### src/design/pfrw_defs.svh
// Purpose: Constants for the program flash row writer
// Assumes: 32-bit AHB-Lite register window, word aligned
// Notes:   Offsets are byte addresses
`ifndef PFRW_DEFS_SVH
`define PFRW_DEFS_SVH

`define PFRW_OFS_ADDR_LOW   8'h00
`define PFRW_OFS_ADDR_HIGH  8'h04
`define PFRW_OFS_DATA_LOW   8'h08
`define PFRW_OFS_DATA_HIGH  8'h0c
`define PFRW_OFS_CTRL       8'h10
`define PFRW_OFS_KEY        8'h14
`define PFRW_OFS_STATUS     8'h18

`define PFRW_KEY_FIRST      8'h55
`define PFRW_KEY_SECOND     8'haa

`define PFRW_BIT_RD         0
`define PFRW_BIT_WR         1
`define PFRW_BIT_ALLOW      2
`define PFRW_BIT_START_ERR  3
`define PFRW_BIT_FREE       4
`define PFRW_BIT_LATCH_ONLY 5
`define PFRW_BIT_CFG_SPACE  6
`define PFRW_STAT_BUSY      0
`define PFRW_STAT_ARMED     1

`define PFRW_BLANK_WORD     14'h3fff
`define PFRW_PROG_TIME_NS   2000
`define PFRW_ERASE_TIME_NS  2000
`define PFRW_CLK_NS         20

`endif

### src/design/pfrw_pkg.sv
// Purpose: Types for the program flash row writer
// Assumes: Constants come from pfrw_defs.svh
// Notes:   Array request travels as one packed struct
package pfrw_pkg;

  typedef enum logic [1:0] {
    PFRW_IDLE   = 2'b00,
    PFRW_KEY1   = 2'b01,
    PFRW_ARMED  = 2'b11
  } pfrw_unlock_t;

  typedef enum logic [1:0] {
    PFRW_RUN_IDLE  = 2'b00,
    PFRW_RUN_PROG  = 2'b01,
    PFRW_RUN_ERASE = 2'b11,
    PFRW_RUN_DONE  = 2'b10
  } pfrw_run_t;

  typedef struct packed {
    logic        prog;
    logic        erase;
    logic [10:0] row;
    logic [3:0]  slot;
  } pfrw_array_req_t;

endpackage

### src/design/pfrw_latch_bank.sv
// Purpose: Bank of write latches feeding the array row program
// Assumes: One load or one slot read per cycle
// Notes:   Read data comes out of a register
`include "pfrw_defs.svh"
module pfrw_latch_bank
  import pfrw_pkg::*;
#(
  parameter int WORDS = 16,
  parameter int WIDTH = 14
)(
  input  wire logic                     hclk,
  input  wire logic                     hresetn,
  input  wire logic                     load,
  input  wire logic [$clog2(WORDS)-1:0] load_slot,
  input  wire logic [WIDTH-1:0]         load_word,
  input  wire logic                     blank_all,
  input  wire logic [$clog2(WORDS)-1:0] rd_slot,
  output logic      [WIDTH-1:0]         rd_word
);
  logic [WIDTH-1:0] mem_q [WORDS];
  logic [WIDTH-1:0] mem_d [WORDS];
  localparam int AW = $clog2(WORDS);

  logic [WIDTH-1:0] rd_d;

  // Slot select is a plain binary index, so the depth is a power of two
  if (WORDS < 2 || WORDS != (1 << AW) || WIDTH != 14)
  begin : g_bad_size
    $error("pfrw_latch_bank: unsupported size");
  end

  for (genvar i = 0; i < WORDS; i++)
  begin : g_slot
    always_comb
    begin
      mem_d[i] = mem_q[i];
      if (blank_all)
        mem_d[i] = `PFRW_BLANK_WORD;
      else if (load && load_slot == AW'(i))
        mem_d[i] = load_word;
    end

    always_ff @(posedge hclk or negedge hresetn)
    begin
      if (!hresetn)
        mem_q[i] <= `PFRW_BLANK_WORD;
      else
        mem_q[i] <= mem_d[i];
    end
  end

  always_comb
  begin
    rd_d = mem_q[rd_slot];
  end

  always_ff @(posedge hclk or negedge hresetn)
  begin
    if (!hresetn)
      rd_word <= `PFRW_BLANK_WORD;
    else
      rd_word <= rd_d;
  end
endmodule

### src/design/pfrw_unlock.sv
// Purpose: Two-key unlock guard for latch loads and row programs
// Assumes: One bus write per key, strobes from the bus slave
// Notes:   Any other bus write between the steps disarms
`include "pfrw_defs.svh"
module pfrw_unlock
  import pfrw_pkg::*;
(
  input  wire logic       hclk,
  input  wire logic       hresetn,
  input  wire logic       key_wr,
  input  wire logic [7:0] key_val,
  input  wire logic       other_wr,
  input  wire logic       start_wr,
  output logic            start_ok,
  output logic            armed
);
  pfrw_unlock_t st_q;
  pfrw_unlock_t st_d;

  always_comb
  begin
    st_d     = st_q;
    start_ok = 1'b0;
    unique case (st_q)
      PFRW_IDLE:
      begin
        if (key_wr && key_val == `PFRW_KEY_FIRST)
          st_d = PFRW_KEY1;
      end
      PFRW_KEY1:
      begin
        if (key_wr && key_val == `PFRW_KEY_SECOND)
          st_d = PFRW_ARMED;
        else if (key_wr || other_wr || start_wr)
          st_d = PFRW_IDLE;
      end
      PFRW_ARMED:
      begin
        // Only the very next write may start; anything else disarms
        if (start_wr)
          start_ok = 1'b1;
        if (key_wr || other_wr || start_wr)
          st_d = PFRW_IDLE;
      end
      default:
        st_d = PFRW_IDLE;
    endcase
  end

  always_ff @(posedge hclk or negedge hresetn)
  begin
    if (!hresetn)
      st_q <= PFRW_IDLE;
    else
      st_q <= st_d;
  end

  assign armed = (st_q == PFRW_ARMED);
endmodule

### src/design/pfrw_top.sv
// Purpose: Self-write controller for on-chip program flash
// Assumes: AHB-Lite slave, single word transfers, 50 MHz hclk
// Notes:   Array port streams the latch row out one word per cycle
// Overview of operation
// - The array is erased only a whole row at a time.
// - Starting a program never erases the target row by itself.
// - Sixteen latches; one program writes one up to sixteen words.
// - Upper eleven address bits pick the row, low four the latch.
// - A program touches only the addressed row.
// - Every finished program or erase blanks all latches.
// - Latch load or program needs the unlock sequence just before.
// - A broken unlock sequence neither loads nor programs.
// - With latch-only set, an unlock only loads the addressed latch.
// - With latch-only clear, an unlock loads then programs the row.
//
// Implementation choices: register access over AHB-Lite and the placing of the registers.
`include "pfrw_defs.svh"
module pfrw_top
  import pfrw_pkg::*;
#(
  parameter int PROG_CYCLES  = (`PFRW_PROG_TIME_NS + `PFRW_CLK_NS - 1)
                               / `PFRW_CLK_NS,
  parameter int ERASE_CYCLES = (`PFRW_ERASE_TIME_NS + `PFRW_CLK_NS - 1)
                               / `PFRW_CLK_NS
)(
  input  wire logic                  hclk,
  input  wire logic                  hresetn,
  input  wire logic                  hsel,
  input  wire logic [7:0]            haddr,
  input  wire logic [1:0]            htrans,
  input  wire logic                  hwrite,
  input  wire logic [2:0]            hsize,
  input  wire logic [31:0]           hwdata,
  input  wire logic                  hready,
  output logic      [31:0]           hrdata,
  output logic                       hreadyout,
  output logic                       hresp,
  output pfrw_array_req_t            arr_req,
  output logic      [13:0]           arr_word,
  output logic                       cpu_stall
);
  localparam int CW = 16;

  if (PROG_CYCLES < 1 || ERASE_CYCLES < 1 || PROG_CYCLES > 65535
      || ERASE_CYCLES > 65535)
  begin : g_bad_cycles
    $error("pfrw_top: cycle counts out of range");
  end

  // Bus address phase capture
  logic       dp_wr_q, dp_wr_d;
  logic       dp_rd_q, dp_rd_d;
  logic [7:0] dp_addr_q, dp_addr_d;
  logic       ap_valid;

  assign ap_valid = hsel && hready && htrans[1];

  always_comb
  begin
    dp_wr_d   = ap_valid && hwrite;
    dp_rd_d   = ap_valid && !hwrite;
    dp_addr_d = ap_valid ? haddr : dp_addr_q;
  end

  always_ff @(posedge hclk or negedge hresetn)
  begin
    if (!hresetn)
    begin
      dp_wr_q   <= 1'b0;
      dp_rd_q   <= 1'b0;
      dp_addr_q <= 8'h00;
    end
    else
    begin
      dp_wr_q   <= dp_wr_d;
      dp_rd_q   <= dp_rd_d;
      dp_addr_q <= dp_addr_d;
    end
  end

  // Registers
  logic [7:0]  addr_lo_q, addr_lo_d;
  logic [6:0]  addr_hi_q, addr_hi_d;
  logic [7:0]  data_lo_q, data_lo_d;
  logic [5:0]  data_hi_q, data_hi_d;
  logic        program_write_allow_q, program_write_allow_d;
  logic        latch_only_select_q, latch_only_select_d;
  logic        config_space_select_q, config_space_select_d;
  logic        free_q, free_d;
  logic        wr_q, wr_d;
  logic        wrerr_q, wrerr_d;

  logic        w_alo, w_ahi, w_dlo, w_dhi, w_ctl, w_key, w_other;
  logic        start_req, start_ok, armed;

  assign w_alo = dp_wr_q && dp_addr_q == `PFRW_OFS_ADDR_LOW;
  assign w_ahi = dp_wr_q && dp_addr_q == `PFRW_OFS_ADDR_HIGH;
  assign w_dlo = dp_wr_q && dp_addr_q == `PFRW_OFS_DATA_LOW;
  assign w_dhi = dp_wr_q && dp_addr_q == `PFRW_OFS_DATA_HIGH;
  assign w_ctl = dp_wr_q && dp_addr_q == `PFRW_OFS_CTRL;
  assign w_key = dp_wr_q && dp_addr_q == `PFRW_OFS_KEY;
  assign start_req = w_ctl && hwdata[`PFRW_BIT_WR];
  assign w_other = dp_wr_q && !w_key && !start_req;

  pfrw_unlock u_unlock (
    .hclk     (hclk),
    .hresetn  (hresetn),
    .key_wr   (w_key),
    .key_val  (hwdata[7:0]),
    .other_wr (w_other),
    .start_wr (start_req),
    .start_ok (start_ok),
    .armed    (armed)
  );

  // Sequencer
  pfrw_run_t   run_q, run_d;
  logic [15:0] cnt_q, cnt_d;
  logic [3:0]  slot_q, slot_d;
  logic        go, go_prog, go_erase, go_load;
  logic        lat_load, lat_blank;

  // Configuration space and a cleared write allow refuse the start
  assign go = start_ok && program_write_allow_q && !config_space_select_q
              && run_q == PFRW_RUN_IDLE;
  assign go_erase = go && hwdata[`PFRW_BIT_FREE];
  assign go_load  = go && !hwdata[`PFRW_BIT_FREE];
  assign go_prog  = go_load && !hwdata[`PFRW_BIT_LATCH_ONLY];
  assign lat_load = go_load;

  always_comb
  begin
    run_d     = run_q;
    cnt_d     = cnt_q;
    slot_d    = slot_q;
    lat_blank = 1'b0;
    unique case (run_q)
      PFRW_RUN_IDLE:
      begin
        slot_d = 4'h0;
        if (go_prog)
        begin
          run_d = PFRW_RUN_PROG;
          cnt_d = 16'(PROG_CYCLES);
        end
        else if (go_erase)
        begin
          run_d = PFRW_RUN_ERASE;
          cnt_d = 16'(ERASE_CYCLES);
        end
      end
      PFRW_RUN_PROG:
      begin
        // Stream all sixteen words while the program time counts down; leave once both are done
        if (slot_q != 4'hf)
          slot_d = slot_q + 4'h1;
        if (cnt_q > 16'h0001)
          cnt_d = cnt_q - 16'h0001;
        else if (slot_q == 4'hf)
          run_d = PFRW_RUN_DONE;
      end
      PFRW_RUN_ERASE:
      begin
        if (cnt_q > 16'h0001)
          cnt_d = cnt_q - 16'h0001;
        else
          run_d = PFRW_RUN_DONE;
      end
      PFRW_RUN_DONE:
      begin
        lat_blank = 1'b1;
        run_d     = PFRW_RUN_IDLE;
      end
    endcase
  end

  always_ff @(posedge hclk or negedge hresetn)
  begin
    if (!hresetn)
    begin
      run_q  <= PFRW_RUN_IDLE;
      cnt_q  <= 16'h0000;
      slot_q <= 4'h0;
    end
    else
    begin
      run_q  <= run_d;
      cnt_q  <= cnt_d;
      slot_q <= slot_d;
    end
  end

  pfrw_latch_bank #(
    .WORDS (CW),
    .WIDTH (14)
  ) u_bank (
    .hclk      (hclk),
    .hresetn   (hresetn),
    .load      (lat_load),
    .load_slot (addr_lo_q[3:0]),
    .load_word ({data_hi_q, data_lo_q}),
    .blank_all (lat_blank),
    .rd_slot   (slot_q),
    .rd_word   (arr_word)
  );

  // Array request; row is frozen for the whole operation
  logic [10:0] row_q, row_d;
  logic        prog_q, prog_d, erase_q, erase_d;

  always_comb
  begin
    row_d   = go ? {addr_hi_q, addr_lo_q[7:4]} : row_q;
    prog_d  = run_d == PFRW_RUN_PROG;
    erase_d = run_d == PFRW_RUN_ERASE;
  end

  always_ff @(posedge hclk or negedge hresetn)
  begin
    if (!hresetn)
    begin
      row_q   <= 11'h000;
      prog_q  <= 1'b0;
      erase_q <= 1'b0;
    end
    else
    begin
      row_q   <= row_d;
      prog_q  <= prog_d;
      erase_q <= erase_d;
    end
  end

  assign arr_req.prog  = prog_q;
  assign arr_req.erase = erase_q;
  assign arr_req.row   = row_q;
  assign arr_req.slot  = slot_q;
  // The core waits the row out rather than racing a busy array
  assign cpu_stall = run_q != PFRW_RUN_IDLE;

  // Register write side
  always_comb
  begin
    addr_lo_d = w_alo ? hwdata[7:0] : addr_lo_q;
    addr_hi_d = w_ahi ? hwdata[6:0] : addr_hi_q;
    data_lo_d = w_dlo ? hwdata[7:0] : data_lo_q;
    data_hi_d = w_dhi ? hwdata[5:0] : data_hi_q;
    free_d    = w_ctl ? hwdata[`PFRW_BIT_FREE] : free_q;
    program_write_allow_d = program_write_allow_q;
    latch_only_select_d   = latch_only_select_q;
    config_space_select_d = config_space_select_q;
    if (w_ctl)
    begin
      program_write_allow_d = hwdata[`PFRW_BIT_ALLOW];
      latch_only_select_d   = hwdata[`PFRW_BIT_LATCH_ONLY];
      config_space_select_d = hwdata[`PFRW_BIT_CFG_SPACE];
    end
    wr_d      = wr_q;
    if (go_prog || go_erase)
      wr_d = 1'b1;
    else if (run_q == PFRW_RUN_DONE)
      wr_d = 1'b0;
    // Start without a live unlock is flagged, never acted on
    wrerr_d = wrerr_q;
    if (start_req && !go)
      wrerr_d = 1'b1;
    else if (w_ctl)
      wrerr_d = 1'b0;
  end

  always_ff @(posedge hclk or negedge hresetn)
  begin
    if (!hresetn)
    begin
      addr_lo_q <= 8'h00;
      addr_hi_q <= 7'h00;
      data_lo_q <= 8'h00;
      data_hi_q <= 6'h00;
      program_write_allow_q <= 1'b0;
      latch_only_select_q   <= 1'b0;
      config_space_select_q <= 1'b0;
      free_q    <= 1'b0;
      wr_q      <= 1'b0;
      wrerr_q   <= 1'b0;
    end
    else
    begin
      addr_lo_q <= addr_lo_d;
      addr_hi_q <= addr_hi_d;
      data_lo_q <= data_lo_d;
      data_hi_q <= data_hi_d;
      program_write_allow_q <= program_write_allow_d;
      latch_only_select_q   <= latch_only_select_d;
      config_space_select_q <= config_space_select_d;
      free_q    <= free_d;
      wr_q      <= wr_d;
      wrerr_q   <= wrerr_d;
    end
  end

  // Read side; answered in the data phase with no wait states
  logic [31:0] rdata;

  always_comb
  begin
    rdata = 32'h0000_0000;
    if (dp_rd_q)
    begin
      unique case (dp_addr_q)
        `PFRW_OFS_ADDR_LOW:  rdata[7:0] = addr_lo_q;
        `PFRW_OFS_ADDR_HIGH: rdata[6:0] = addr_hi_q;
        `PFRW_OFS_DATA_LOW:  rdata[7:0] = data_lo_q;
        `PFRW_OFS_DATA_HIGH: rdata[5:0] = data_hi_q;
        `PFRW_OFS_CTRL:
        begin
          rdata[`PFRW_BIT_WR]         = wr_q;
          rdata[`PFRW_BIT_ALLOW]      = program_write_allow_q;
          rdata[`PFRW_BIT_FREE]       = free_q;
          rdata[`PFRW_BIT_LATCH_ONLY] = latch_only_select_q;
          rdata[`PFRW_BIT_CFG_SPACE]  = config_space_select_q;
          rdata[`PFRW_BIT_START_ERR]  = wrerr_q;
        end
        `PFRW_OFS_STATUS:
        begin
          rdata[`PFRW_STAT_BUSY]  = cpu_stall;
          rdata[`PFRW_STAT_ARMED] = armed;
        end
        default:             rdata = 32'h0000_0000;
      endcase
    end
  end

  assign hrdata    = rdata;
  assign hreadyout = 1'b1;
  assign hresp     = 1'b0;
endmodule

### config.mk
export PLATFORM = sky130hd
export DESIGN_NAME = pfrw_top
export DESIGN_NICKNAME = d
export VERILOG_FILES = /design/src/design/pfrw_pkg.sv /design/src/design/pfrw_latch_bank.sv /design/src/design/pfrw_unlock.sv /design/src/design/pfrw_top.sv
export VERILOG_INCLUDE_DIRS = /design/src /design/src/design
export SDC_FILE = /design/constraint.sdc
export NUM_CORES = 1
export LEC_CHECK = 0
export BUFFER_PORTS_ARGS = -buffer_cell sky130_fd_sc_hd__buf_2
export CORE_MARGIN = 4
export CORE_UTILIZATION = 54
export CTS_CLUSTER_SIZE = 24
export DETAILED_ROUTE_END_ITERATION = 16
export GPL_TIMING_DRIVEN = 0
export PLACE_DENSITY = 0.75
export SETUP_SLACK_MARGIN = 0.15
export SKIP_CTS_REPAIR_TIMING = 1
export SYNTH_ARGS = -nofsm -noshare
export SYNTH_HDL_FRONTEND = slang
export SYNTH_SLANG_ARGS = --single-unit
### constraint.sdc
create_clock -name hclk -period 2.8 [get_ports hclk]
set_input_delay 0.14 -clock hclk [delete_from_list [all_inputs] [get_ports hclk]]
set_output_delay 0.14 -clock hclk [all_outputs]
set_load 0.01 [all_outputs]
# == Yosys cells after proc, flatten, opt, wreduce, memory -nomap -nowiden ==
# Index checks and enable logic that the tools add are counted.
# W data, S select, Z words.
# totals
regBits,320
latchBits,0
mem_bits_rw,0
rom_bits,0
inputBits,50
out_inout_bits,66
elab_cells,218
n_memories,0
# op_classes
add_sub_neg,2
multipliers,0
div_mod_pow,0
n_lt_le_gt_ge,2
eq_ne,36
shifts,0
mux,64
bitwise_logic,1
reduce_logical,76
# ops
op,count
$mux W14,34
$bmux W14 S4,1
$mux W16,3
$reduce_bool A2 Y1,21
$logic_and A1 B1 Y1,38
$eq A4 B4 Y1 const B,9
$pmux W16 S2,1
$eq A8 B5 Y1 const B,3
$pmux W4 S5,1
$eq A4 B3 Y1 const B,4
$eq A8 B4 Y1 const B,2
$gt A16 B1 Y1 const B,1
$mux W2,8
$sub A16 B1 Y16 const B,1
$eq A2 B2 Y1 const B,4
$eq A4 B2 Y1 const B,2
$eq A8 B3 Y1 const B,1
$eq A8 B7 Y1 const B,1
$eq A8 B8 Y1 const B,1
$logic_not A8 Y1,1
$mux W8,1
$pmux W2 S4,1
$pmux W4 S2,1
$logic_not A1 Y1,7
other kinds (22),34

# == Depth between registers and ports, before layout ==
# Gate-level depths: netlist of the first run.
# depth
word_depth,13
mapped_depth,8

# == By module ==
# Synthesis of the first run repeated with hierarchy kept, for this count alone.
# unflattened
hier_cells,1313
area_unflattened_um2,16248.1
# modules_own_cells
mod,n_inst,cells_each,area_per_inst_um2,seq_area_each_um2
pfrw_latch_bank,1,934,11898.9,6253.5
pfrw_top,1,363,4202.8,2001.9
pfrw_unlock,1,16,146.4,50.0

# == Worst setup path before layout of the first run ==
# No wires, ideal clock.
# synth_timing
path_type,reg2reg
from,reg slot_q[0]
to,reg u_bank.rd_word[0]
arrival_time_ns,2.171
path_slack_ns,0.535
path_stages_with_launch,6
path_buffers,3
period_less_slack_ns,2.265
cell_sequence,dfrtp_1 > clkbuf_1 > buf_2 > buf_2 > mux4_2 > mux4_2
# synth_between
elab_chain_len,4
# synth_rtl
item,line_no,source
"start, declared",pfrw_top.sv:119,"logic [3:0] slot_q, slot_d;"
"start signal, assigned",pfrw_top.sv:189,slot_q <= slot_d;
$not A4 Y5 (not written as such),pfrw_latch_bank.sv:54,rd_d = mem_q[rd_slot];
$bmux W14 S4,pfrw_latch_bank.sv:54,
$mux W14 (not written as such) (2 in a row),pfrw_latch_bank.sv:54,
named net u_bank.rd_d[0],pfrw_latch_bank.sv:24,logic [WIDTH-1:0] rd_d;
"end signal, assigned",pfrw_latch_bank.sv:60,rd_word <= `PFRW_BLANK_WORD;
"end signal, assigned",pfrw_latch_bank.sv:62,rd_word <= rd_d;
"end, declared",pfrw_latch_bank.sv:18,output logic [WIDTH-1:0] rd_word
# The timed path passes the listed nets, and every way through them passes these cells. The select of a mux whose other input is x is not followed.
# A chain may end at the register's enable or synchronous reset.

# == Final worst setup path of the first run ==
# layout_timing
from,reg dp_addr_q[5]
to,reg u_bank.mem_q[174] (netlist name)
# layout_between
elab_chain_len,11
# layout_rtl
item,line_no,source
"start, declared",pfrw_top.sv:53,"logic [7:0] dp_addr_q, dp_addr_d;"
"start signal, assigned",pfrw_top.sv:77,dp_addr_q <= dp_addr_d;
$eq A8 B5 Y1,-,
$logic_and A1 B1 Y1 (no line),-,
$logic_and A1 B1 Y1,pfrw_top.sv:102,assign start_req = w_ctl && hwdata[`PFRW_BIT_WR];
$mux W1,pfrw_unlock.sv:40,if (start_wr)
$mux W1,pfrw_unlock.sv:24,unique case (st_q)
$logic_and A1 B1 Y1 (2 in a row),pfrw_top.sv:124,assign go = start_ok && program_write_allow_q && !config_space_select_q
$logic_and A1 B1 Y1,pfrw_top.sv:125,&& run_q == PFRW_RUN_IDLE;
$logic_and A1 B1 Y1,pfrw_top.sv:127,assign go_load = go && !hwdata[`PFRW_BIT_FREE];
$logic_and A1 B1 Y1,pfrw_latch_bank.sv:39,else if (load && load_slot == AW'(i))
$reduce_bool A2 Y1 (no line),-,
"end signal, assigned by index",pfrw_latch_bank.sv:46,mem_q[i] <= `PFRW_BLANK_WORD;
"end signal, assigned by index",pfrw_latch_bank.sv:48,mem_q[i] <= mem_d[i];
"end, declared",pfrw_latch_bank.sv:20,logic [WIDTH-1:0] mem_q [WORDS];
# Every way passes these cells.

==> results of run 1 <==
[per-stage QoR]
| step | instances | power, uW | setup WS, ns |
|---|---|---|---|
| after floorplan | 1308 | 5110 | 0.535 |
| after global placement | 1753 | 5310 | -4.17 |
| after detailed placement | 1755 | 5340 | -0.00581 |
| after CTS | 1817 | 10000 | -0.121 |
| after global routing | 1833 | 10300 | 0.0323 |
| final | 1833 | 9970 | 0.182 |
[final timing paths]
path                               from                end  slack, ns  cells past startpoint
setup / recovery           dp_addr_q[5]  u_bank.mem_q[174]       0.18                      7
hold / removal                hwdata[1]            wrerr_q      0.007                      3
setup reg to reg           dp_addr_q[5]  u_bank.mem_q[174]       0.18                      7
hold reg to reg                row_q[6]           row_q[6]       0.47                      2
max in group asynchronous       hresetn    u_bank.mem_q[8]       1.08                      4
min in group asynchronous       hresetn       data_lo_q[2]       0.29                      2
[synthesized netlist by cell type (all sizes together), types with 8 or more instances]
cell	number	area (um^2)
nor2	259	972
dfstp	238	6250
mux2i	233	2330
dfrtp	82	2050
mux4	70	1580
clkbuf	69	262
buf	55	340
mux2	45	507
nand2	45	169
nand3	24	120
o21ai	20	100
a21oi	16	80.1
nor4	14	103
a22o	11	96.3
inv	8	30.0
or4	8	63.8
[final cells by class]
type | instances | area (um^2)
Clock buffer | 57 | 1080
Buffer | 124 | 633
Tap cell | 384 | 480
Inverter | 8 | 30.0
Sequential cell | 320 | 8310
Fill cell | 2250 | 10500
Multi-Input combinational cell | 856 | 7030
Timing Repair Buffer | 79 | 528
Clock inverter | 5 | 78.8
[state kept, by name (all words and copies together) (netlist names), 2 cells and up]
| name | flops |
|---|---|
| data_lo_q | 8 |
| cnt_q | 16 |
| u_bank.mem_q | 224 |
| u_bank.rd_word | 14 |
| run_q | 2 |
| row_q | 11 |
| data_hi_q | 6 |
| addr_hi_q | 7 |
| dp_addr_q | 8 |
| slot_q | 4 |
| u_unlock.st_q | 2 |
| addr_lo_q | 8 |
[cells by family (layout without fill, tap and decap cells)]
group,Yosys count,count (layout),synth area share
adders and majority gates,3,3,0.00239
buffers and inverters,132,273,0.0402
AOI/OAI and AO/OA,79,79,0.0336
muxes,348,348,0.281
DFF,320,320,0.528
other,2,26,0.000477
and+or+nand+nor,400,400,0.115
[power by group through the flow]
stage	sequential (uW)	combinational (uW)	clock (uW)
2_1_floorplan	4810	307	0
3_3_place_gp	4820	494	0
3_5_place_dp	4830	513	0
4_1_cts	4760	516	4740
5_1_grt	4770	609	4930
6_report	4760	556	4650
[worst max-delay path: stages, from the launching register on]
cell	delay [ns]
sky130_fd_sc_hd__dfrtp_1	0.42
sky130_fd_sc_hd__nor4b_4	0.47
sky130_fd_sc_hd__and3_1	0.24
sky130_fd_sc_hd__buf_2	0.24
sky130_fd_sc_hd__buf_2	0.32
sky130_fd_sc_hd__nand3_2	0.28
sky130_fd_sc_hd__buf_2	0.33
sky130_fd_sc_hd__mux2i_1	0.23
[layer usage]
layer	track usage	vias up	part of all wire
li1	-	4786	-
met1	0.344	5466	0.43
met2	0.416	320	0.50
met3	0.0337	59	0.048
met4	0.0627	0	0.022
met5	0	-	0
==> Flow_metrics.wiki, run 1 <==
{| class="wikitable"
! Metric !! Value
|-
| Result of the run || completed
|-
| Count of endpoints failing hold in the final timing report || 0
|-
| Post-route cell area || ~0.018 mm^2
|-
| Total wirelength of the detailed-routed design || between 30000 and 40000 um
|-
| Number of library cell types mapped by synthesis || 60
|-
| Proportion of total power due to net switching || 0.225
|-
| Actual transition at the worst max-transition pin || between 0.8 and 0.9 ns
|-
| Crit share post-route || 0.935
|-
| Tightest Hold Check Type || primary input to flip-flop
|-
| Yosys warning count || 0
|-
| Sequential power share || 0.478
|-
| Most common cell after layout, fill and taps aside || sky130_fd_sc_hd__nor2_1
|-
| 1st-iter DRT viols || approximately 700
|-
| CTS tree || built
|-
| Largest net degree at the start of global routing || 127
|-
| GR Util All Layers || 0.247
|-
| Sequential element share of the synthesized area || 0.528
|-
| Mean routed wirelength per cell || ~21 um
|-
| Floorplan die width || 179 um
|-
| Max FO, Critical Path || 10
|-
| Clock insertion delay at the later pin of the skew report || ~0.52 ns
|-
| Slew Limit Headroom || 0.458
|-
| Async SR Flop Fraction || 1.00
|-
| Setup repair after global routing missed its margin || yes
|-
| Via count of the first global-routing pass || around 11000
|-
| Die area || between 0.03 and 0.04 mm^2
|-
| Drt drc || 0
|-
| Placer congestion estimate || 0.895
|-
| Per-instance average area after synthesis || about 12 um^2
|-
| Kind of launch point of the worst setup path || flip-flop
|-
| Initial standard-cell utilization of the core || 0.548
|-
| Final HPWL from detailed placement || roughly 27000 um
|-
| Worst ir drop on vdd || about 0.00041 V
|-
| Gr ovfl total || 0
|-
| Net load switching power || ~2200 uW
|-
| Post-synthesis cell count || 1284
|-
| Netlist area before placement || 0.0157 mm^2
|-
| Crit path DAT || 3.04 ns
|-
| Int Pwr || roughly 7700 uW
|-
| Max Cap Violations || 0
|-
| Vias post-DR || 10631
|-
| Global-route wire length before repair || between 60000 and 70000 um
|-
| Combinational share of power || 0.056
|-
| Static Leakage || slightly below 0.009 uW
|-
| Type of destination of the critical path || flip-flop
|-
| Area growth from synthesis to final layout || 15.5%
|-
| Placeable Area || ~0.029 mm^2
|-
| Per-cell via count in the routed design || 5.80
|-
| Pwr/cell area || 548 mW/mm^2
|-
| Share of post-route cells with drive strength above 1 || 0.395
|-
| Clock Skew || between 0.015 and 0.02 ns
|-
| Util after Layout || 0.633
|-
| Sinks on the clock net || 320
|-
| Most used flip-flop cell after synthesis || sky130_fd_sc_hd__dfstp_2
|-
| Required time at the endpoint of the critical path || about 3.2 ns
|-
| #FFs+latches synth || 320
|-
| Die outline height || 179 um
|-
| Worst setup path category || flip-flop to flip-flop
|-
| Max Freq || about 0.38 GHz
|-
| # setup viols final || 0
|-
| Most used cells in the layout excluding fill and tap cells || 256 x sky130_fd_sc_hd__nor2_1, 238 x sky130_fd_sc_hd__dfstp_2, 233 x sky130_fd_sc_hd__mux2i_1
|-
| CTS Buf Count || 35
|-
| Post-synth EDFFs || 0
|-
| Clock buffer depth || 3
|-
| Total Nets Final || between 1000 and 1500
|-
| Antenna violations before repair || 0
|-
| Final sum of negative setup slack || 0 ns
|-
| Number of slew-limit violations in the final report || 0
|-
| Routed Antenna Nets || 0
|-
| First-pass iteration count of the detailed router || 5
|-
| Rows || 62
|-
| Count of inserted antenna diode cells || 0
|-
| Clock Power Share || 0.466
|-
| Root Buffer || sky130_fd_sc_hd__clkbuf_16
|-
| Clk pin slew, worst setup/hold paths || roughly 0.060 ns
|-
| Count of boundary I/O pins || between 100 and 150
|-
| Final Critical Period || 2.62 ns
|-
| IO buf count || 61
|-
| Final Hold Slack || between 0.007 and 0.008 ns
|-
| DP Area || between 0.015 and 0.02 mm^2
|-
| Htree depth || 2
|}
No activity file was read; power rests on OpenSTA's default activity.
==> run 2, diff against run 1 <==
ABC_AREA = 1   (was not set)
==> Flow_metrics.wiki, run 2 <==
{| class="wikitable"
! Metric !! Value
|-
| Antenna violations before repair || 0
|-
| Max Cap Violations || 0
|-
| Flip-flop count of the largest register after layout || between 200 and 250
|-
| Final sum of negative setup slack || 0 ns
|-
| Mean routed wirelength per cell || ~21 um
|-
| Count of non-filler cells in the finished layout || about 2600
|-
| Rows || 63
|-
| Sequential power share || 0.472
|-
| Type of destination of the critical path || flip-flop
|-
| Total wirelength of the detailed-routed design || 53500 um
|-
| Share of the synthesized area in the top cell type || 0.386
|-
| Static Leakage || about 0.009 uW
|-
| Worst setup path category || flip-flop to flip-flop
|-
| Total Nets Final || 2223
|-
| Leading post-synthesis cells by instance count || 621 x sky130_fd_sc_hd__nand2_1, 273 x sky130_fd_sc_hd__nand3_1, 253 x sky130_fd_sc_hd__nor2_1
|-
| Clock insertion delay at the later pin of the skew report || around 0.53 ns
|-
| Netlist area before placement || around 0.016 mm^2
|-
| Root Buffer || sky130_fd_sc_hd__clkbuf_16
|-
| # setup viols final || 0
|-
| Largest net degree at the start of global routing || 100
|-
| Largest Register || u_bank.mem_q
|-
| Max FO, Critical Path || 10
|-
| Post-route cell area || around 0.019 mm^2
|-
| Sinks on the clock net || 320
|-
| Gr ovfl total || 0
|-
| Die area || between 0.03 and 0.04 mm^2
|-
| Filler instances || 2632
|-
| CTS Buf Count || 37
|-
| Library cell with the highest instance count after synthesis || sky130_fd_sc_hd__nand2_1
|-
| Htree depth || 2
|-
| Count of boundary I/O pins || around 120
|-
| #FFs+latches synth || 320
|-
| Number of library cell types mapped by synthesis || 37
|-
| Post-synth EDFFs || 0
|-
| Violations in the final reports || negative hold slack
|-
| Max Freq || slightly below 0.4 GHz
|-
| Fin worst setup slack || between 0.15 and 0.2 ns
|-
| Net load switching power || 2180 uW
|-
| Die outline height || between 150 and 200 um
|-
| Largest cells by area after synthesis || sky130_fd_sc_hd__dfstp_2 39%, sky130_fd_sc_hd__nand2_1 14%, sky130_fd_sc_hd__dfrtp_1 13%
|-
| Kind of launch point of the worst setup path || flip-flop
|-
| Area growth from synthesis to final layout || 14.4%
|-
| Placement Setup Slack || between 0.3 and 0.4 ns
|-
| Clk pin slew, worst setup/hold paths || ~0.06 ns
|-
| Placer congestion estimate || just over 1
|-
| Crit path DAT || 3.04 ns
|-
| Sequential element share of the synthesized area || 0.513
|-
| Initial standard-cell utilization of the core || 0.547
|-
| Per-instance average area after synthesis || 7.98 um^2
|-
| Clock buffer depth || 3
|-
| IO buf count || slightly above 60
|-
| Final Hold Slack || -0.0493 ns
|-
| Placeable Area || 0.0296 mm^2
|-
| Cell accounting for the most synthesized area || sky130_fd_sc_hd__dfstp_2
|-
| Pwr/cell area || around 540 mW/mm^2
|-
| Actual transition at the worst max-transition pin || 0.942 ns
|-
| Tightest Hold Check Type || primary input to flip-flop
|-
| GR Util All Layers || 0.319
|-
| 1st-iter DRT viols || 1774
|-
| Number of slew-limit violations in the final report || 0
|-
| R2r worst-path depth || 7
|-
| Floorplan die width || 181 um
|-
| Total length of routed met3 wires || ~5600 um
|-
| Setup repair after global routing missed its margin || yes
|-
| Vias post-DR || between 15000 and 20000
|-
| CTS tree || built
|-
| Per-cell via count in the routed design || around 5.8
|-
| Top routing layer in use || met4
|-
| Number of cells traversed by the worst hold path || 4
|-
| Placed instance count || 2509
|-
| Global-route wire length before repair || 82400 um
|-
| Result of the run || finished with violations
|-
| Final HPWL from detailed placement || between 30000 and 40000 um
|-
| Most used cells in the layout excluding fill and tap cells || 621 x sky130_fd_sc_hd__nand2_1, 273 x sky130_fd_sc_hd__nand3_1, 251 x sky130_fd_sc_hd__nor2_1
|-
| Proportion of total power due to net switching || 0.219
|-
| Met2 wire len || 24100 um
|-
| Yosys warning count || 0
|-
| Async SR Flop Fraction || 1.00
|-
| Clock Skew || ~0.017 ns
|-
| Count of endpoints failing hold in the final timing report || 2
|-
| Worst ir drop on vdd || ~0.00040 V
|-
| Most common cell after layout, fill and taps aside || sky130_fd_sc_hd__nand2_1
|-
| Via count of the first global-routing pass || 14602
|-
| Final Critical Period || approximately 2.6 ns
|-
| Most used flip-flop cell after synthesis || sky130_fd_sc_hd__dfstp_2
|-
| DP Area || roughly 0.017 mm^2
|-
| Routed Antenna Nets || 0
|-
| Slew Limit Headroom || 0.372
|-
| Share of post-route cells with drive strength above 1 || 0.221
|-
| Count of inserted antenna diode cells || 0
|-
| Largest regs || u_bank.mem_q: 224 flops, cnt_q: 16 flops, u_bank.rd_word: 14 flops
|-
| Clock Power Share || 0.496
|-
| Post-synthesis cell count || 2031
|-
| First-pass iteration count of the detailed router || 7
|-
| Required time at the endpoint of the critical path || about 3.2 ns
|-
| Int Pwr || between 7000 and 8000 uW
|-
| Met1 Routed Length || 20700 um
|-
| Crit share post-route || 0.929
|-
| Drt drc || 0
|-
| Combinational share of power || 0.032
|}
run 2: critical path, stage by stage, from the launching register on:
cell,delay [ns]
sky130_fd_sc_hd__dfrtp_1,0.59
sky130_fd_sc_hd__clkbuf_1,0.49
sky130_fd_sc_hd__clkbuf_1,0.65
sky130_fd_sc_hd__nor2_1,0.13
sky130_fd_sc_hd__o21ai_0,0.16
sky130_fd_sc_hd__o211ai_1,0.25
sky130_fd_sc_hd__o211ai_1,0.16
sky130_fd_sc_hd__nand2_1,0.09
run 2: cell type report:
cell class	count	area [um^2]	area share
multi-input cells	1503	6860	0.370
clock buffers	54	1060	0.0573
clock inverters	14	169	0.00911
flip-flops and latches	320	8310	0.448
plain buffers	170	903	0.0487
well taps	390	488	0.0263
repair buffers	76	518	0.0279
inverters	62	233	0.0126
run 2: worst paths after layout:
path | start | to | slack [ns]
max in group asynchronous | hresetn | u_bank.mem_q[143] | 1.38
worst min register to register | row_q[6] | row_q[6] | 0.48
worst max-delay path | slot_q[1] | u_bank.rd_word[10] | 0.20
min in group asynchronous | hresetn | u_bank.mem_q[208] | 0.40
worst min-delay path | hwdata[0] | u_unlock.st_q[1] | -0.05
worst max register to register | slot_q[1] | u_bank.rd_word[10] | 0.20
run 2: through the flow:
stage / total power, uW / utilization
final: 9960 / 0.626
after CTS: 9970 / 0.621
after global placement: 5050 / 0.577
after global routing: 10200 / 0.626
after floorplan: 4900 / -
after detailed placement: 5070 / 0.580
run 2: logic make-up (layout without fill, tap and decap cells):
family / count (synthesis) / count (layout) / share of synthesized area
AO/OA/AOI/OAI: 250 / 250 / 0.0869
XOR/XNOR: 10 / 10 / 0.00540
adder cells (fa/ha/maj): 3 / 3 / 0.00232
buffers and inverters: 232 / 376 / 0.0700
flip-flops: 320 / 320 / 0.513
multiplexers: 3 / 3 / 0.00208
other: 2 / 26 / 0.000463
AND/OR/NAND/NOR: 1211 / 1211 / 0.320
run 2: layer usage:
layer,track usage,up-vias
li1,-,6844
met1,0.418,7143
met2,0.503,874
met3,0.0747,199
met4,0.154,0
met5,0,-
run 2: power groups by stage:
stage / registers, uW / clock network, uW / logic (uW)
global route: 4700 / 5170 / 355
CTS: 4700 / 4960 / 306
global placement: 4760 / 0 / 285
detailed placement: 4770 / 0 / 305
finish: 4700 / 4940 / 319
floorplan: 4760 / 0 / 138
==> run 3, diff against run 2 <==
PLACE_DENSITY = 0.73   (was 0.75)
TNS_END_PERCENT = 1   (was not set)
==> Flow_metrics.wiki, run 3 (same netlist as run 2, synthesis figures left out) <==
{| class="wikitable"
! Metric !! Value
|-
| Pwr/cell area || around 530 mW/mm^2
|-
| Filler instances || between 2000 and 3000
|-
| Most used cells in the layout excluding fill and tap cells || 621 x sky130_fd_sc_hd__nand2_1, 273 x sky130_fd_sc_hd__nand3_1, 252 x sky130_fd_sc_hd__nor2_1
|-
| Die area || approximately 0.033 mm^2
|-
| Area growth from synthesis to final layout || 14.1%
|-
| Crit share post-route || 0.943
|-
| Endpoint of the most critical register-to-register path || u_bank.rd_word[0]
|-
| Most common cell after layout, fill and taps aside || sky130_fd_sc_hd__nand2_1
|-
| Global-route wire length before repair || 82400 um
|-
| First-pass iteration count of the detailed router || 7
|-
| Floorplan die width || about 180 um
|-
| Largest regs || u_bank.mem_q: 224 flops, cnt_q: 16 flops, u_bank.rd_word: 14 flops
|-
| Clock Skew || ~0.019 ns
|-
| Sinks on the clock net || 320
|-
| Crit path DAT || between 3 and 4 ns
|-
| Via count of the first global-routing pass || approximately 15000
|-
| Rows || between 60 and 70
|-
| Static Leakage || between 0.008 and 0.009 uW
|-
| Clock Power Share || 0.489
|-
| Count of boundary I/O pins || 116
|-
| Type of destination of the critical path || flip-flop
|-
| Tightest Hold Check Type || primary input to flip-flop
|-
| R2r worst-path depth || 6
|-
| Count of non-filler cells in the finished layout || 2588
|-
| Stage delay of the slowest cell on the critical path || approximately 0.63 ns
|-
| Result of the run || finished with violations
|-
| Int Pwr || approximately 7600 uW
|-
| Violations in the final reports || negative hold slack
|-
| Total Nets Final || approximately 2200
|-
| Placement Setup Slack || between 0.3 and 0.4 ns
|-
| # setup viols final || 0
|-
| Final HPWL from detailed placement || approximately 37000 um
|-
| Largest Register || u_bank.mem_q
|-
| Placed instance count || 2508
|-
| Clock insertion delay at the later pin of the skew report || roughly 0.53 ns
|-
| IO buf count || between 60 and 70
|-
| Final Critical Period || about 2.6 ns
|-
| Flop-to-flop setup slack || 0.16 ns
|-
| CTS tree || built
|-
| Required time at the endpoint of the critical path || roughly 3.3 ns
|-
| Combinational share of power || 0.032
|-
| Count of inserted antenna diode cells || 0
|-
| Largest net degree at the start of global routing || approximately 130
|-
| Drt drc || 0
|-
| Final sum of negative setup slack || 0 ns
|-
| CTS Buf Count || 36
|-
| Routed Antenna Nets || 0
|-
| Max FO, Critical Path || 10
|-
| Util after Layout || 0.624
|-
| Number of slew-limit violations in the final report || 0
|-
| Fin worst setup slack || 0.160 ns
|-
| DP Area || around 0.017 mm^2
|-
| Placer congestion estimate || about 0.97
|-
| Cell breakdown of the critical path || clkbuf_1, clkbuf_1, o21ai_0, o21ai_0, o211ai_1, nand2_1
|-
| Clock buffer depth || 3
|-
| Worst setup path category || flip-flop to flip-flop
|-
| Startpoint of the most critical hold path || hwdata[3]
|-
| Total wirelength of the detailed-routed design || between 50000 and 60000 um
|-
| Initial standard-cell utilization of the core || 0.547
|-
| Count of endpoints failing hold in the final timing report || 1
|-
| Max Freq || ~0.38 GHz
|-
| Final Hold Slack || -0.0196 ns
|-
| Actual transition at the worst max-transition pin || about 0.92 ns
|-
| Placeable Area || 0.0296 mm^2
|-
| Worst ir drop on vdd || 0.000411 V
|-
| Setup repair after global routing missed its margin || yes
|-
| Htree depth || 2
|-
| Slew Limit Headroom || 0.387
|-
| Max stage delay cell, worst path || sky130_fd_sc_hd__clkbuf_1
|-
| Proportion of total power due to net switching || 0.223
|-
| Mean routed wirelength per cell || 20.6 um
|-
| Gr ovfl total || 0
|-
| Die outline height || between 150 and 200 um
|-
| Kind of launch point of the worst setup path || flip-flop
|-
| Sequential power share || 0.480
|-
| Critical R2R Launch || slot_q[1]
|-
| Vias post-DR || between 15000 and 20000
|-
| Flip-flop count of the largest register after layout || about 220
|-
| Clk pin slew, worst setup/hold paths || 0.06 ns
|-
| Share of post-route cells with drive strength above 1 || 0.222
|-
| Sink of the worst hold path || u_unlock.st_q[0]
|-
| Root Buffer || sky130_fd_sc_hd__clkbuf_16
|-
| Per-cell via count in the routed design || a little under 6
|-
| GR Util All Layers || 0.318
|-
| Antenna violations before repair || 0
|-
| 1st-iter DRT viols || 1936
|-
| Number of cells traversed by the worst hold path || 6
|-
| CP Launch Point || slot_q[1]
|-
| Net load switching power || 2180 uW
|-
| Post-route cell area || roughly 0.018 mm^2
|-
| Max Cap Violations || 0
|}
run 3: power groups by stage:
stage	Combinational (uW)	Clock, uW	Sequential [uW]
6_report	313	4790	4700
5_1_grt	353	5030	4700
4_1_cts	299	4840	4700
3_5_place_dp	298	0	4770
3_3_place_gp	281	0	4770
2_1_floorplan	138	0	4760
run 3: how the worst max path moves through the flow:
| stage | to | slack, ns | cells past startpoint |
|---|---|---|---|
| finish | u_bank.rd_word[0] | 0.16 | 6 |
| global placement | row_q[7] | -4.27 | 1 |
| global route | hrdata[2] | 0.09 | 8 |
| floorplan | u_bank.mem_q[213] | 1.15 | 9 |
| detailed placement | u_bank.rd_word[3] | 0.31 | 6 |
| CTS | hrdata[1] | 0.24 | 8 |
run 3: critical path: cells and delay by family (launching register included):
kind / cells / cell delay (ns)
flip-flops: 1 / 0.56
buffers and inverters: 2 / 1.08
AND/OR/NAND/NOR: 1 / 0.15
AO/OA/AOI/OAI: 3 / 0.78
run 3: cell type report:
type | instances | area (um^2) | share of cell area
buffer | 170 | 903 | 0.0489
clock buffer | 53 | 1040 | 0.0560
clock inverter | 13 | 150 | 0.00812
inverter | 62 | 233 | 0.0126
multi-input combinational | 1503 | 6860 | 0.371
sequential | 320 | 8310 | 0.449
tap | 390 | 488 | 0.0264
timing repair buffer | 77 | 510 | 0.0276
run 3: layer usage:
layer | global-route usage | wire, um
met5 | 0 | 0
met4 | 0.167 | 3350
met3 | 0.0664 | 5780
met2 | 0.487 | 23400
met1 | 0.429 | 20700
run 3: metrics by stage:
step,hold slack [ns],total power (uW)
finish,-0.0196,9800
global route,0.0406,10100
CTS,-0.313,9840
detailed placement,0.230,5070
global placement,0.308,5050
floorplan,-0.156,4900
